File: src/hw/smbus_port_pkg.sv
`default_nettype none
package smbus_port_pkg;
    localparam int          CLK_HZ       = 10_000_000;
    // bus-off detection time and bit timing of the master
    localparam int          OFF_TIME_MS  = 2000;
    localparam int unsigned OFF_CYC_DEF  = OFF_TIME_MS * (CLK_HZ / 1000);
    localparam int          QTR_NS       = 2500;
    localparam int unsigned QTR_CYC_DEF  = (QTR_NS * (CLK_HZ / 1_000_000) + 999) / 1000;
    localparam logic [6:0]  SLAVE_ADDR   = 7'h0b;
    localparam logic [7:0]  HOST_ADDR    = 8'h10;
    localparam logic [7:0]  CHARGER_ADDR = 8'h12;
    localparam logic [7:0]  CRC_POLY     = 8'h07;
    localparam logic [7:0]  BLK_LEN      = 8'h02;
    localparam logic [1:0]  ERR_NONE     = 2'h0;
    localparam logic [1:0]  ERR_PEC      = 2'h1;
    localparam logic [7:0]  OFS_CTRL     = 8'h00;
    localparam logic [7:0]  OFS_MASTER   = 8'h04;
    localparam logic [7:0]  OFS_STATUS   = 8'h08;
    localparam logic [7:0]  OFS_SLV_TX   = 8'h0c;
    localparam logic [7:0]  OFS_SLV_RX   = 8'h10;
    localparam logic [7:0]  CTRL_RST     = 8'h00;
    localparam int          CTRL_TARGET  = 0;
    localparam int          CTRL_NOSLEEP = 4;
    localparam int          CTRL_HPE     = 5;
    localparam int          CTRL_CPE     = 6;

    typedef struct packed {
        logic [15:0] word;
        logic [7:0]  cmd;
    } smb_word_t;

    typedef struct packed {
        logic        read;
        logic        write;
        logic [7:0]  address;
        logic [31:0] writedata;
    } avmm_req_t;

    typedef enum logic [2:0] {
        SL_IDLE  = 3'b000,
        SL_RX    = 3'b001,
        SL_ACK   = 3'b011,
        SL_TX    = 3'b010,
        SL_ACKIN = 3'b110,
        SL_WAIT  = 3'b111
    } sl_state_t;

    typedef enum logic [1:0] {
        M_IDLE  = 2'b00,
        M_START = 2'b01,
        M_BIT   = 2'b11,
        M_STOP  = 2'b10
    } m_state_t;
endpackage : smbus_port_pkg
`default_nettype wire

File: src/hw/crc8_byte.sv
`default_nettype none
module crc8_byte #(
    parameter logic [7:0] POLY = 8'h07
) (
    input  wire logic [7:0] crc_in,
    input  wire logic [7:0] data_in,
    output logic      [7:0] crc_out
);
    // msb-first crc over one byte
    always_comb begin
        logic [7:0] c;
        c = crc_in ^ data_in;
        for (int i = 0; i < 8; i++) begin
            c = c[7] ? ((c << 1) ^ POLY) : (c << 1);
        end
        crc_out = c;
    end
endmodule : crc8_byte
`default_nettype wire

File: src/hw/smbus_port_with_pec.sv
// Contract
// - master opens transfer with start condition
// - address 0001011, rw bit, then command
// - rw bit and command pick store/return
// - master closes access with stop condition
// - bytes travel most significant bit first
// - broadcasts go to 0x12 or 0x10
// - slave serves read word, write word, block read
// - as master only write word is issued
// - pins open drain, never driven high
// - last byte sender appends pec byte
// - receiver recomputes pec and compares
// - messages accepted with or without pec
// - pec expected after host data bytes
// - pec match acks, mismatch nacks, error recorded
// - after host ack device sends pec
// - sleep needs low current, bus off, bit4 zero
// - line rising edge or current wakes device
// - pec is crc8 with x8+x2+x+1
// - crc covers every byte, no ack or conditions
// - both lines low 2 s means bus off
// - separate pec enables for host, charger
`default_nettype none
module smbus_port_with_pec #(
    parameter int unsigned OFF_CYC = smbus_port_pkg::OFF_CYC_DEF,
    parameter int unsigned QTR_CYC = smbus_port_pkg::QTR_CYC_DEF
) (
    input  wire logic                      ref_clk,
    input  wire logic                      rst,
    input  wire smbus_port_pkg::avmm_req_t avs_req,
    output logic                    [31:0] avs_readdata,
    output logic                           avs_waitrequest,
    input  wire logic                      current_below_sleep,
    input  wire logic                      bus_clock_pin_i,
    output logic                           bus_clock_pin_o,
    output logic                           bus_clock_pin_oe,
    input  wire logic                      bus_data_pin_i,
    output logic                           bus_data_pin_o,
    output logic                           bus_data_pin_oe,
    output logic                           sleep_mode
);
    import smbus_port_pkg::*;

    logic [1:0] scl_sy, sda_sy;
    logic       scl_d, sda_d;
    always_ff @(posedge ref_clk or posedge rst) begin
        if (rst) begin
            scl_sy <= 2'b11;
            sda_sy <= 2'b11;
            scl_d  <= 1'b1;
            sda_d  <= 1'b1;
        end else begin
            scl_sy <= {scl_sy[0], bus_clock_pin_i};
            sda_sy <= {sda_sy[0], bus_data_pin_i};
            scl_d  <= scl_sy[1];
            sda_d  <= sda_sy[1];
        end
    end
    wire scl       = scl_sy[1];
    wire sda       = sda_sy[1];
    wire scl_rise  = scl & ~scl_d;
    wire scl_fall  = ~scl & scl_d;
    wire sda_rise  = sda & ~sda_d;
    wire start_det = scl & scl_d & sda_d & ~sda;
    wire stop_det  = scl & scl_d & ~sda_d & sda;

    // register bus: one wait cycle, then the answer
    logic       ack_reg;
    logic [7:0] ctrl_reg, blk_cmd_reg;
    logic [15:0] tx_word_reg;
    smb_word_t  m_word, rx_tmp, rx_reg;
    logic       rx_valid, go_pend, m_nack, bus_off, sleep_reg;
    logic [1:0] err_code;
    m_state_t   m_st;
    sl_state_t  sl_st;
    wire        acc      = avs_req.read | avs_req.write;
    wire        wr_en    = avs_req.write & ack_reg;
    wire        rd_en    = avs_req.read & ack_reg;
    wire        sel_ctrl = avs_req.address == OFS_CTRL;
    wire        sel_mst  = avs_req.address == OFS_MASTER;
    wire        sel_stat = avs_req.address == OFS_STATUS;
    wire        sel_stx  = avs_req.address == OFS_SLV_TX;
    wire        sel_srx  = avs_req.address == OFS_SLV_RX;
    wire        busy     = (m_st != M_IDLE) | go_pend;
    wire [31:0] rd_mux   = sel_ctrl ? {24'h000000, ctrl_reg} :
                           sel_mst  ? {8'h00, m_word} :
                           sel_stat ? {25'h0000000, rx_valid, err_code, sleep_reg, bus_off, m_nack, busy} :
                           sel_stx  ? {8'h00, blk_cmd_reg, tx_word_reg} :
                           sel_srx  ? {8'h00, rx_reg} : 32'h00000000;
    assign avs_waitrequest = acc & ~ack_reg;

    always_ff @(posedge ref_clk or posedge rst) begin
        if (rst) begin
            ack_reg      <= 1'b0;
            avs_readdata <= 32'h00000000;
            ctrl_reg     <= CTRL_RST;
            blk_cmd_reg  <= 8'h00;
            tx_word_reg  <= 16'h0000;
        end else begin
            ack_reg <= acc & ~ack_reg;
            if (acc & ~ack_reg) begin
                avs_readdata <= rd_mux;
            end
            if (wr_en & sel_ctrl) begin
                ctrl_reg <= avs_req.writedata[7:0];
            end
            if (wr_en & sel_stx) begin
                {blk_cmd_reg, tx_word_reg} <= avs_req.writedata[23:0];
            end
        end
    end

    // bus-off watch and sleep control
    logic [31:0] low_cnt;
    wire both_low = ~scl & ~sda;
    always_ff @(posedge ref_clk or posedge rst) begin
        if (rst) begin
            low_cnt   <= 32'h00000000;
            bus_off   <= 1'b0;
            sleep_reg <= 1'b0;
        end else begin
            if (!both_low) begin
                low_cnt <= 32'h00000000;
                bus_off <= 1'b0;
            end else if (low_cnt == OFF_CYC - 1) begin
                bus_off <= 1'b1;
            end else begin
                low_cnt <= low_cnt + 32'h00000001;
            end
            if (scl_rise | sda_rise | ~current_below_sleep) begin
                sleep_reg <= 1'b0;
            end else if (bus_off & current_below_sleep & ~ctrl_reg[CTRL_NOSLEEP]) begin
                sleep_reg <= 1'b1;
            end
        end
    end
    assign sleep_mode = sleep_reg;

    // slave engine
    logic [7:0] sh, crc_s;
    logic [3:0] bitc;
    logic [2:0] idx, tx_i;
    logic       got_cmd, rd_mode, blk, pec_bad, host_ack, sda_s_low;
    wire  [7:0] crc_s_nx;
    wire  [2:0] tx_len   = blk ? 3'd3 : 3'd2;
    wire  [7:0] tx_data  = blk ? ((tx_i == 3'd0) ? BLK_LEN :
                                  (tx_i == 3'd1) ? tx_word_reg[7:0] : tx_word_reg[15:8]) :
                                 ((tx_i == 3'd0) ? tx_word_reg[7:0] : tx_word_reg[15:8]);
    wire  [7:0] tx_byte  = (tx_i == tx_len) ? crc_s : tx_data;
    wire        addr_ok  = sh[7:1] == SLAVE_ADDR;
    wire        pec_ok   = sh == crc_s;
    wire        byte_end = scl_fall & (sl_st == SL_RX) & (bitc == 4'd8);
    wire        tx_load  = scl_fall & (((sl_st == SL_ACK) & rd_mode) |
                           ((sl_st == SL_ACKIN) & host_ack & (tx_i <= tx_len)));
    wire  [7:0] crc_s_in = (sl_st == SL_RX) ? sh : tx_byte;

    crc8_byte #(.POLY(CRC_POLY)) u_crc_s (
        .crc_in  (crc_s),
        .data_in (crc_s_in),
        .crc_out (crc_s_nx)
    );

    always_ff @(posedge ref_clk or posedge rst) begin
        if (rst) begin
            sl_st <= SL_IDLE;
            sh <= 8'h00;
            crc_s <= 8'h00;
            bitc <= 4'h0;
            idx <= 3'd0;
            tx_i <= 3'd0;
            {got_cmd, rd_mode, blk, pec_bad, host_ack, sda_s_low, rx_valid} <= 7'h00;
            rx_tmp <= '0;
            rx_reg <= '0;
            err_code <= ERR_NONE;
        end else begin
            if (rd_en & sel_srx) begin
                rx_valid <= 1'b0;
            end
            if (start_det) begin
                sl_st <= SL_RX;
                bitc <= 4'h0;
                idx <= 3'd0;
                pec_bad <= 1'b0;
                sda_s_low <= 1'b0;
                if (!got_cmd) begin
                    crc_s <= 8'h00;
                end
            end else if (stop_det) begin
                sl_st <= SL_IDLE;
                sda_s_low <= 1'b0;
                {got_cmd, rd_mode} <= 2'b00;
                if (!rd_mode && idx >= 3'd4 && !pec_bad) begin
                    rx_reg <= rx_tmp;
                    rx_valid <= 1'b1;
                end
            end else if (scl_rise & (sl_st == SL_RX)) begin
                sh <= {sh[6:0], sda};
                bitc <= bitc + 4'h1;
            end else if (scl_rise & (sl_st == SL_ACKIN)) begin
                host_ack <= ~sda;
            end else if (byte_end) begin
                bitc <= 4'h0;
                sl_st <= SL_ACK;
                sda_s_low <= 1'b1;
                if (idx != 3'd5) begin
                    idx <= idx + 3'd1;
                end
                if (idx != 3'd4) begin
                    crc_s <= crc_s_nx;
                end
                case (idx)
                    3'd0: begin
                        if (!addr_ok) begin
                            sl_st <= SL_WAIT;
                            sda_s_low <= 1'b0;
                        end
                        rd_mode <= addr_ok & sh[0] & got_cmd;
                        tx_i <= 3'd0;
                    end
                    3'd1: begin
                        rx_tmp.cmd <= sh;
                        got_cmd <= 1'b1;
                        blk <= sh == blk_cmd_reg;
                    end
                    3'd2: rx_tmp.word[7:0] <= sh;
                    3'd3: rx_tmp.word[15:8] <= sh;
                    3'd4: begin
                        sda_s_low <= pec_ok;
                        pec_bad <= ~pec_ok;
                        err_code <= pec_ok ? ERR_NONE : ERR_PEC;
                    end
                    default: sda_s_low <= 1'b0;
                endcase
            end else if (tx_load) begin
                sl_st <= SL_TX;
                sh <= tx_byte;
                bitc <= 4'h1;
                sda_s_low <= ~tx_byte[7];
                if (tx_i != tx_len) begin
                    crc_s <= crc_s_nx;
                end
            end else if (scl_fall) begin
                case (sl_st)
                    SL_ACK: begin
                        sda_s_low <= 1'b0;
                        sl_st <= SL_RX;
                    end
                    SL_TX: begin
                        if (bitc == 4'd8) begin
                            sda_s_low <= 1'b0;
                            sl_st <= SL_ACKIN;
                            tx_i <= tx_i + 3'd1;
                        end else begin
                            sh <= {sh[6:0], 1'b0};
                            sda_s_low <= ~sh[6];
                            bitc <= bitc + 4'h1;
                        end
                    end
                    SL_ACKIN: sl_st <= SL_WAIT;
                    default: sl_st <= sl_st;
                endcase
            end
        end
    end

    // master engine: write word broadcasts only
    logic [31:0] qcnt;
    logic [1:0]  q;
    logic [3:0]  mbit;
    logic [2:0]  mbyte;
    logic [7:0]  msh, m_crc;
    logic        m_scl_low, m_sda_low, m_pec_en;
    wire  [7:0]  crc_m_nx;
    wire         tick    = qcnt == QTR_CYC - 1;
    wire  [7:0]  m_addr  = ctrl_reg[CTRL_TARGET] ? CHARGER_ADDR : HOST_ADDR;
    wire  [2:0]  m_last  = m_pec_en ? 3'd4 : 3'd3;
    wire  [2:0]  m_nidx  = (m_st == M_START) ? 3'd0 : mbyte + 3'd1;
    wire  [7:0]  m_nb    = (m_nidx == 3'd0) ? m_addr :
                           (m_nidx == 3'd1) ? m_word.cmd :
                           (m_nidx == 3'd2) ? m_word.word[7:0] :
                           (m_nidx == 3'd3) ? m_word.word[15:8] : m_crc;
    wire  [7:0]  crc_m_in = (m_st == M_START) ? 8'h00 : m_crc;
    wire         m_go    = go_pend & tick & (sl_st == SL_IDLE) & scl & sda;

    crc8_byte #(.POLY(CRC_POLY)) u_crc_m (
        .crc_in  (crc_m_in),
        .data_in (m_nb),
        .crc_out (crc_m_nx)
    );

    always_ff @(posedge ref_clk or posedge rst) begin
        if (rst) begin
            m_st <= M_IDLE;
            qcnt <= 32'h00000000;
            q <= 2'd0;
            mbit <= 4'h0;
            mbyte <= 3'd0;
            msh <= 8'h00;
            m_crc <= 8'h00;
            {m_scl_low, m_sda_low, m_pec_en, m_nack, go_pend} <= 5'h00;
            m_word <= '0;
        end else begin
            qcnt <= tick ? 32'h00000000 : qcnt + 32'h00000001;
            if (wr_en & sel_mst & ~busy) begin
                m_word <= avs_req.writedata[23:0];
                go_pend <= 1'b1;
            end
            if (tick) begin
                q <= q + 2'd1;
            end
            case (m_st)
                M_IDLE: if (m_go) begin
                    go_pend <= 1'b0;
                    m_nack <= 1'b0;
                    m_pec_en <= ctrl_reg[CTRL_TARGET] ? ctrl_reg[CTRL_CPE] : ctrl_reg[CTRL_HPE];
                    m_st <= M_START;
                    q <= 2'd0;
                end
                M_START: if (tick) begin
                    if (q == 2'd0) begin
                        m_sda_low <= 1'b1;
                    end else begin
                        m_scl_low <= 1'b1;
                        m_st <= M_BIT;
                        q <= 2'd0;
                        mbit <= 4'h0;
                        mbyte <= 3'd0;
                        msh <= m_nb;
                        m_crc <= crc_m_nx;
                    end
                end
                M_BIT: if (tick) begin
                    case (q)
                        2'd0: m_sda_low <= (mbit != 4'd8) & ~msh[7];
                        2'd1: m_scl_low <= 1'b0;
                        2'd2: if (mbit == 4'd8) m_nack <= m_nack | sda;
                        default: begin
                            m_scl_low <= 1'b1;
                            if (mbit != 4'd8) begin
                                msh <= {msh[6:0], 1'b0};
                                mbit <= mbit + 4'h1;
                            end else if (mbyte == m_last) begin
                                m_st <= M_STOP;
                            end else begin
                                mbyte <= m_nidx;
                                mbit <= 4'h0;
                                msh <= m_nb;
                                if (m_nidx != 3'd4) begin
                                    m_crc <= crc_m_nx;
                                end
                            end
                        end
                    endcase
                end
                M_STOP: if (tick) begin
                    case (q)
                        2'd0: m_sda_low <= 1'b1;
                        2'd1: m_scl_low <= 1'b0;
                        default: begin
                            m_sda_low <= 1'b0;
                            m_st <= M_IDLE;
                        end
                    endcase
                end
                default: m_st <= M_IDLE;
            endcase
        end
    end

    // open-drain pins: only ever pull low
    assign bus_clock_pin_o  = 1'b0;
    assign bus_data_pin_o   = 1'b0;
    assign bus_clock_pin_oe = m_scl_low;
    assign bus_data_pin_oe  = m_sda_low | sda_s_low;

    AST_OPEN_DRAIN: assert property (@(posedge ref_clk) disable iff (rst)
        !bus_clock_pin_o && !bus_data_pin_o) else $error("pin driven high");
    AST_SLEEP_COND: assert property (@(posedge ref_clk) disable iff (rst)
        $rose(sleep_reg) |-> $past(bus_off) && !$past(ctrl_reg[CTRL_NOSLEEP])) else $error("bad sleep entry");
    AST_WAKE: assert property (@(posedge ref_clk) disable iff (rst)
        (sleep_reg && (scl_rise || sda_rise)) |=> !sleep_reg) else $error("no wake on edge");
    AST_BUS_OFF: assert property (@(posedge ref_clk) disable iff (rst)
        $rose(bus_off) |-> $past(low_cnt) == OFF_CYC - 1) else $error("bus off timing");
    AST_PEC_CHECK: assert property (@(posedge ref_clk) disable iff (rst)
        (byte_end && idx == 3'd4 && !start_det && !stop_det) |=> (sda_s_low == pec_bad) == 1'b0
        && err_code == (pec_bad ? ERR_PEC : ERR_NONE)) else $error("pec answer wrong");
    AST_M_ADDR: assert property (@(posedge ref_clk) disable iff (rst)
        (m_st == M_START && tick && q == 2'd1) |=> msh == HOST_ADDR || msh == CHARGER_ADDR) else $error("bad target");
    AST_M_START: assert property (@(posedge ref_clk) disable iff (rst)
        (m_st == M_START && $rose(m_sda_low)) |-> !m_scl_low) else $error("start with clock low");
    AST_M_STOP: assert property (@(posedge ref_clk) disable iff (rst)
        ($fell(m_sda_low) && $past(m_st) == M_STOP) |-> !m_scl_low) else $error("stop with clock low");
    AST_M_PEC: assert property (@(posedge ref_clk) disable iff (rst)
        (m_st == M_BIT && mbyte == 3'd4 && mbit == 4'd0 && q == 2'd0 && tick) |-> m_pec_en && msh == m_crc)
        else $error("pec byte wrong");
endmodule : smbus_port_with_pec
`default_nettype wire

File: config.mk
export PLATFORM = sky130hd
export DESIGN_NAME = smbus_port_with_pec
export DESIGN_NICKNAME = d
export VERILOG_FILES = /design/src/hw/smbus_port_pkg.sv /design/src/hw/crc8_byte.sv /design/src/hw/smbus_port_with_pec.sv
export SDC_FILE = /design/constraint.sdc
export NUM_CORES = 1
export LEC_CHECK = 0
export ABC_AREA = 1
export BUFFER_PORTS_ARGS = -buffer_cell sky130_fd_sc_hd__buf_2
export CORE_MARGIN = 8
export CORE_UTILIZATION = 56
export CTS_CLUSTER_DIAMETER = 100
export DETAILED_ROUTE_END_ITERATION = 10
export PLACE_DENSITY = 0.77
export SLEW_MARGIN = 20
export SYNTH_ARGS = -nofsm -noshare
export SYNTH_HDL_FRONTEND = slang
export SYNTH_HIERARCHICAL = 1
export SYNTH_SLANG_ARGS = --single-unit
File: constraint.sdc
create_clock -name ref_clk -period 7.9 [get_ports ref_clk]
set_input_delay 0.79 -clock ref_clk [delete_from_list [all_inputs] [get_ports ref_clk]]
set_output_delay 0.79 -clock ref_clk [all_outputs]
set_load 0.02 [all_outputs]
=== Yosys cells after proc, flatten, opt, wreduce, memory -nomap -nowiden ===
Cells that the tools add are included.

* Register bits after elaboration: 279
* Input bits: 47
* Output and inout bits: 38

* $add $sub $neg: 8
* Order comparisons: 2
* Equal/unequal tests: 73
* Multiplexer cells: 190
* Bitwise operators: 75
* Reduce and logical (&&, ||, !) cells: 62

{| class="wikitable"
|+ Operators by type and width
! cell !! number
|-
| $mux W8 || 40
|-
| $mux W3 || 46
|-
| $mux W24 || 5
|-
| $mux W32 || 3
|-
| $add A32 B1 Y32 const B || 2
|-
| $mux W4 || 15
|-
| $mux W1 || 53
|-
| $ne A2 B2 Y1 const B || 26
|-
| $not A3 Y3 || 16
|-
| $reduce_and A5 Y1 || 7
|-
| $reduce_and A7 Y1 || 5
|-
| $and A1 B1 Y1 || 34
|-
| $eq A32 B25 Y1 const B || 1
|-
| $eq A32 B5 Y1 const B || 1
|-
| $pmux W8 S2 || 2
|-
| $reduce_and A6 Y1 || 5
|-
| $mux W2 || 14
|-
| $reduce_bool A2 Y1 || 13
|-
| $ne A3 B3 Y1 const B || 8
|-
| $eq A3 B2 Y1 const B || 6
|-
| $reduce_and A9 Y1 || 2
|-
| $eq A8 B4 Y1 const B || 2
|-
| $eq A8 B8 Y1 || 2
|-
| $not A1 Y1 || 16
|-
| 45 further kinds || 86
|}

=== Logic depth before layout (Yosys ltp) ===
* Word-level depth: 30
* Mapped depth: 22

=== By module ===
Netlist, hierarchy kept.

{| class="wikitable"
|+ Modules (own cells, without submodules)
! module !! instances !! cells an instance !! area each (sq um) !! sequential area each (sq um)
|-
| smbus_port_with_pec || 1 || 1,879 || 14,363.8 || 6,764.0
|-
| crc8_byte || 2 || 74 || 377.9 || 0.0
|}

=== Least setup slack after synthesis ===
Ideal clock, no wire load.

* Kind: register to register
* Start point: register tx_i[0]
* End point: register crc_s[2]
* Library setup time: 0.116 ns
* Arrival: 2.299 ns
* Setup slack: 5.485 ns
* Cell stages (with the launch flop): 21
* Buffers on the path: 0
* Clock period less this slack: 2.415 ns
* Cell sequence: dfrtp_1 > inv_1 > ha_1 > inv_1 > nor2_1 > nor2_1 > nand3_1 > nand3_1 > o21ai_0 > o21ai_0 > inv_1 > nand2_1 > nand2_2 > nand2_1 > nand2_1 > nand2_1 > nand2_2 > nand2_1 > nand2_1 > nand2_1 > nand2_1

* Elaborated cells on any way between the ends: 35
* Classes of those cells: 1 x order compare; 3 x eq/ne; 19 x mux; 8 x bitwise; 4 x reduce/logical

{| class="wikitable"
|+ RTL lines
! element !! line !! RTL
|-
| start, declared || smbus_port_with_pec.sv:142 || <nowiki>logic [2:0] idx, tx_i;</nowiki>
|-
| start signal, assigned || smbus_port_with_pec.sv:252 || <nowiki>tx_i <= tx_i + 3'd1;</nowiki>
|-
| $eq A3 B1 Y1 || smbus_port_with_pec.sv:147 || <nowiki>(tx_i == 3'd1) ? tx_word_reg[7:0] : tx_word_reg[15:8]) :</nowiki>
|-
| $mux W8 || smbus_port_with_pec.sv:147 ||
|-
| $mux W8 (2 in series) || smbus_port_with_pec.sv:146 || <nowiki>wire [7:0] tx_data = blk ? ((tx_i == 3'd0) ? BLK_LEN :</nowiki>
|-
| $mux W8 * || smbus_port_with_pec.sv:149 || <nowiki>wire [7:0] tx_byte = (tx_i == tx_len) ? crc_s : tx_data;</nowiki>
|-
| $mux W8 * || smbus_port_with_pec.sv:155 || <nowiki>wire [7:0] crc_s_in = (sl_st == SL_RX) ? sh : tx_byte;</nowiki>
|-
| named net crc_s_in[7] || smbus_port_with_pec.sv:155 ||
|-
| $xor A8 B8 Y8 * || crc8_byte.sv:12 || <nowiki>c = crc_in ^ data_in;</nowiki>
|-
| $mux W3 * || crc8_byte.sv:14 || <nowiki>c = c[7] ? ((c << 1) ^ POLY) : (c << 1);</nowiki>
|-
| (+3 left out) || - ||
|-
| named net crc_s_nx[2] || smbus_port_with_pec.sv:144 || <nowiki>wire [7:0] crc_s_nx;</nowiki>
|-
| $mux W8 || smbus_port_with_pec.sv:239 || <nowiki>if (tx_i != tx_len) begin</nowiki>
|-
| $mux W8 || smbus_port_with_pec.sv:234 || <nowiki>end else if (tx_load) begin</nowiki>
|-
| $mux W8 * || smbus_port_with_pec.sv:201 || <nowiki>end else if (byte_end) begin</nowiki>
|-
| $mux W8 * || smbus_port_with_pec.sv:199 || <nowiki>end else if (scl_rise & (sl_st == SL_ACKIN)) begin</nowiki>
|-
| $mux W8 * || smbus_port_with_pec.sv:196 || <nowiki>end else if (scl_rise & (sl_st == SL_RX)) begin</nowiki>
|-
| $mux W8 * || smbus_port_with_pec.sv:188 || <nowiki>end else if (stop_det) begin</nowiki>
|-
| $mux W8 * || smbus_port_with_pec.sv:179 || <nowiki>if (start_det) begin</nowiki>
|-
| end signal, assigned || smbus_port_with_pec.sv:209 || <nowiki>crc_s <= crc_s_nx;</nowiki>
|-
| end signal, assigned || smbus_port_with_pec.sv:240 || <nowiki>crc_s <= crc_s_nx;</nowiki>
|-
| end, declared || smbus_port_with_pec.sv:140 || <nowiki>logic [7:0] sh, crc_s;</nowiki>
|}

The timed path passes the listed nets; every way through them passes the cells marked *. The select of a mux whose other input is x is not followed.
A chain may end at the register's enable or synchronous reset.

=== Final worst setup path ===
Ends and elaborated chain as after synthesis.

==> metrics <==
CP Launch Type register; Routed met2 length ~18000 µm; Post CTS Setup Buffer Count 0; Synth warnings 6; post-DR vias/cell 5.40; Setup Viol. Count Final 0; largest net degree at the start of global routing 159; Iteration-0 DRC Markers 1272; number of flops mapped to enable cells by yosys 0; Initial Utilization 0.566; ys async rst share 1.00; GRT Overall Usage 0.237; # Max-Cap Violations 0; die height approximately 180 µm; Leak approximately 8.6 nW; setup ws final between 4 and 5 ns; CP peak stage delay 0.49 ns; standard-cell rows 60; delay-heaviest family, CP simple AND/OR/NAND/NOR gates; CTS Buf Count 30; Slew Limit Headroom 0.338; worst reg2reg startpoint tx_i[0]$_DFFE_PP0P_; clk sinks between 200 and 300; maximum VDD drop 269 µV; CP arrival 3.57 ns; routed len/inst 15.9 µm; crit-path cells inv_1 > ha_1 > nand3_1 > nand3_1 > o21ai_0 > o21ai_0 > inv_1 > nand2_1 > nand2_2 > nand2_1 > nand2_1 > nand2_1 > nand2_2 > nand2_1 > nand2_1 > nand2_1 > nand2_1; initial antenna violation count 1; Clock transition at path regs about 0.060 ns; final wirelength 38800 µm; Clock Skew 0.0137 ns; hpwl dp 28500 µm; cell mode on critical path nand2_1; Syn Area/Cell 7.46 µm²; share of layout cells above drive strength 1 0.0988; CTS tree done; met1 WL between 15000 and 20000 µm; Crit Path Class register to register; cts hold-fix bufs 0; H-tree depth 1; vias 13200; period utilisation layout 0.395; Tot Pwr around 5 mW; met3 WL 2140 µm; n_diodes 0; most frequent cells in the layout nand2_1, dfrtp_1, inv_1; Hold/Removal Path Class input pin to register; Worst setup startpoint tx_i[0]$_DFFE_PP0P_; Crit-path slowest cell nand3_1; CTS root buf clkbuf_16; die width 180 µm; TritonRoute pass-1 iters 5; Tmin final between 3 and 4 ns; required time of the critical path 8.35 ns; max frequency 0.321 GHz; layout net count 2150; Hold Vio Cnt, Final 0; endpoint class of the critical path register; residual DRC count 0; PwrDens approximately 290 nW/µm²; status complete, no violations; HP Start bus_clock_pin_i; sequential area share after synthesis 0.447; total gr overflow 0; Max FO, Critical Path 16; core area 26700 µm²; fin area 16800 µm²; max layer used met5; Yosys cell types 45; cts repair resizes 0; biggest regs low_cnt x32, qcnt x32; WP buf/inv 2; Most used DFF post-synth dfrtp_1; IO Port Bufs 66; Placement Setup Slack 4.57 ns; synthesized instance count 2027; mapped cell area 15100 µm²; Placed Area 15700 µm²; die footprint ~33000 µm²; first-pass GRT wire length 64300 µm; worst-skew pair later-pin latency 0.56 ns; routability cong. 0.942; TNS Setup 0 ns; Slew @ Worst Pin 0.988 ns; RSZ-0062 raised after global routing false; Yosys reg bits 270; commonest non-fill, non-tap cell in the layout nand2_1; DRT antenna net count 0; I/O pins 85; area delta synth->final 11.2%; number of global-route vias before repair 12700; Max Slew Vio Count 0; clk buf depth 3
-- logic make-up after synthesis --
| group | Yosys count | share of synthesized area |
|---|---|---|
| adders and majority gates | 21 | 0.0174 |
| DFF | 270 | 0.447 |
| other | 1 | 0.000248 |
| muxes | 13 | 0.00968 |
| AOI/OAI and AO/OA | 235 | 0.0828 |
| xor gates and xnor gates | 86 | 0.0528 |
| and+or+nand+nor | 1070 | 0.303 |
| buffers and inverters | 331 | 0.0869 |
-- synth_stat cells, types with 4 or more instances --
library cell | count | area (µm²)
buf_2 | 15 | 75.1
clkinv_1 | 4 | 15.0
nor2_2 | 5 | 31.3
ha_1 | 21 | 263
nand2_4 | 5 | 56.3
xor2_1 | 45 | 394
xnor2_1 | 35 | 307
nand2_1 | 600 | 2250
a31oi_1 | 6 | 37.5
buf_4 | 12 | 90.1
nand2_2 | 18 | 113
xnor2_2 | 4 | 65.1
a21oi_1 | 44 | 220
nand4_1 | 33 | 206
nand3_1 | 117 | 586
o211ai_1 | 16 | 120
dfrtp_1 | 264 | 6610
inv_1 | 257 | 965
inv_2 | 11 | 41.3
dfstp_2 | 6 | 158
nor4_1 | 21 | 131
nor2_1 | 197 | 739
o21ai_0 | 151 | 756
o21ai_1 | 9 | 45.0
or2_2 | 8 | 50.1
nor3_1 | 50 | 250
nand3b_1 | 4 | 30.0
mux2_2 | 13 | 146
clkbuf_1 | 30 | 113
-- metal layers --
layer / vias up / GRT usage
li1: 6518 / -
met1: 6214 / 0.313
met2: 399 / 0.396
met3: 75 / 0.0363
met4: 2 / 0.0714
met5: - / 0.00307
-- worst reg2reg max path, cell delays in order, from the launching register on --
cell and delay (ns):
dfrtp_1 0.38, inv_1 0.10, ha_1 0.31, nand3_1 0.49
nand3_1 0.35, o21ai_0 0.15, o21ai_0 0.41, inv_1 0.13
nand2_1 0.10, nand2_2 0.07, nand2_1 0.10, nand2_1 0.07
nand2_1 0.07, nand2_2 0.07, nand2_1 0.07, nand2_1 0.05
nand2_1 0.05, nand2_1 0.05
-- final timing paths --
check	slack [ns]	cells after the start	to
min in group asynchronous	0.41	3	low_cnt[20]$_DFFE_PP0P_
max in group asynchronous	6.16	4	avs_readdata[12]$_DFFE_PP0P_
worst min-delay path	0.33	1	scl_sy[0]$_DFF_PP1_
worst max-delay path	4.78	17	crc_s[2]$_DFFE_PP0P_
worst min register to register	0.36	0	sda_sy[1]$_DFF_PP1_
worst max register to register	4.78	17	crc_s[2]$_DFFE_PP0P_
-- per-stage QoR --
| step | util | instances | hold slack [ns] |
|---|---|---|---|
| 3_3_place_gp | 0.587 | 2391 | 0.348 |
| 6_report | 0.629 | 2447 | 0.335 |
| 2_1_floorplan | - | 2036 | 0.345 |
| 5_1_grt | 0.629 | 2447 | 0.313 |
| 4_1_cts | 0.629 | 2447 | 0.317 |
| 3_5_place_dp | 0.587 | 2391 | 0.348 |
-- final cells by class --
type,count,area [µm²]
fillers,2347,9910
clock buffers,44,875
multi-input cells,1435,7090
flip-flops and latches,270,6760
well taps,341,427
inverters,272,1020
repair buffers,73,395
clock inverters,12,241
-- power breakdown --
| part | switching (mW) | total, mW | leakage [nW] | internal [mW] |
|---|---|---|---|---|
| clock | 0.571 | 1.56 | 0.543 | 0.993 |
| sequential | 0.156 | 1.69 | 3.66 | 1.54 |
| combinational | 1.08 | 1.66 | 4.41 | 0.582 |
| total | 1.80 | 4.92 | 8.61 | 3.11 |
Note: power is estimated with default switching activity, not from simulation.
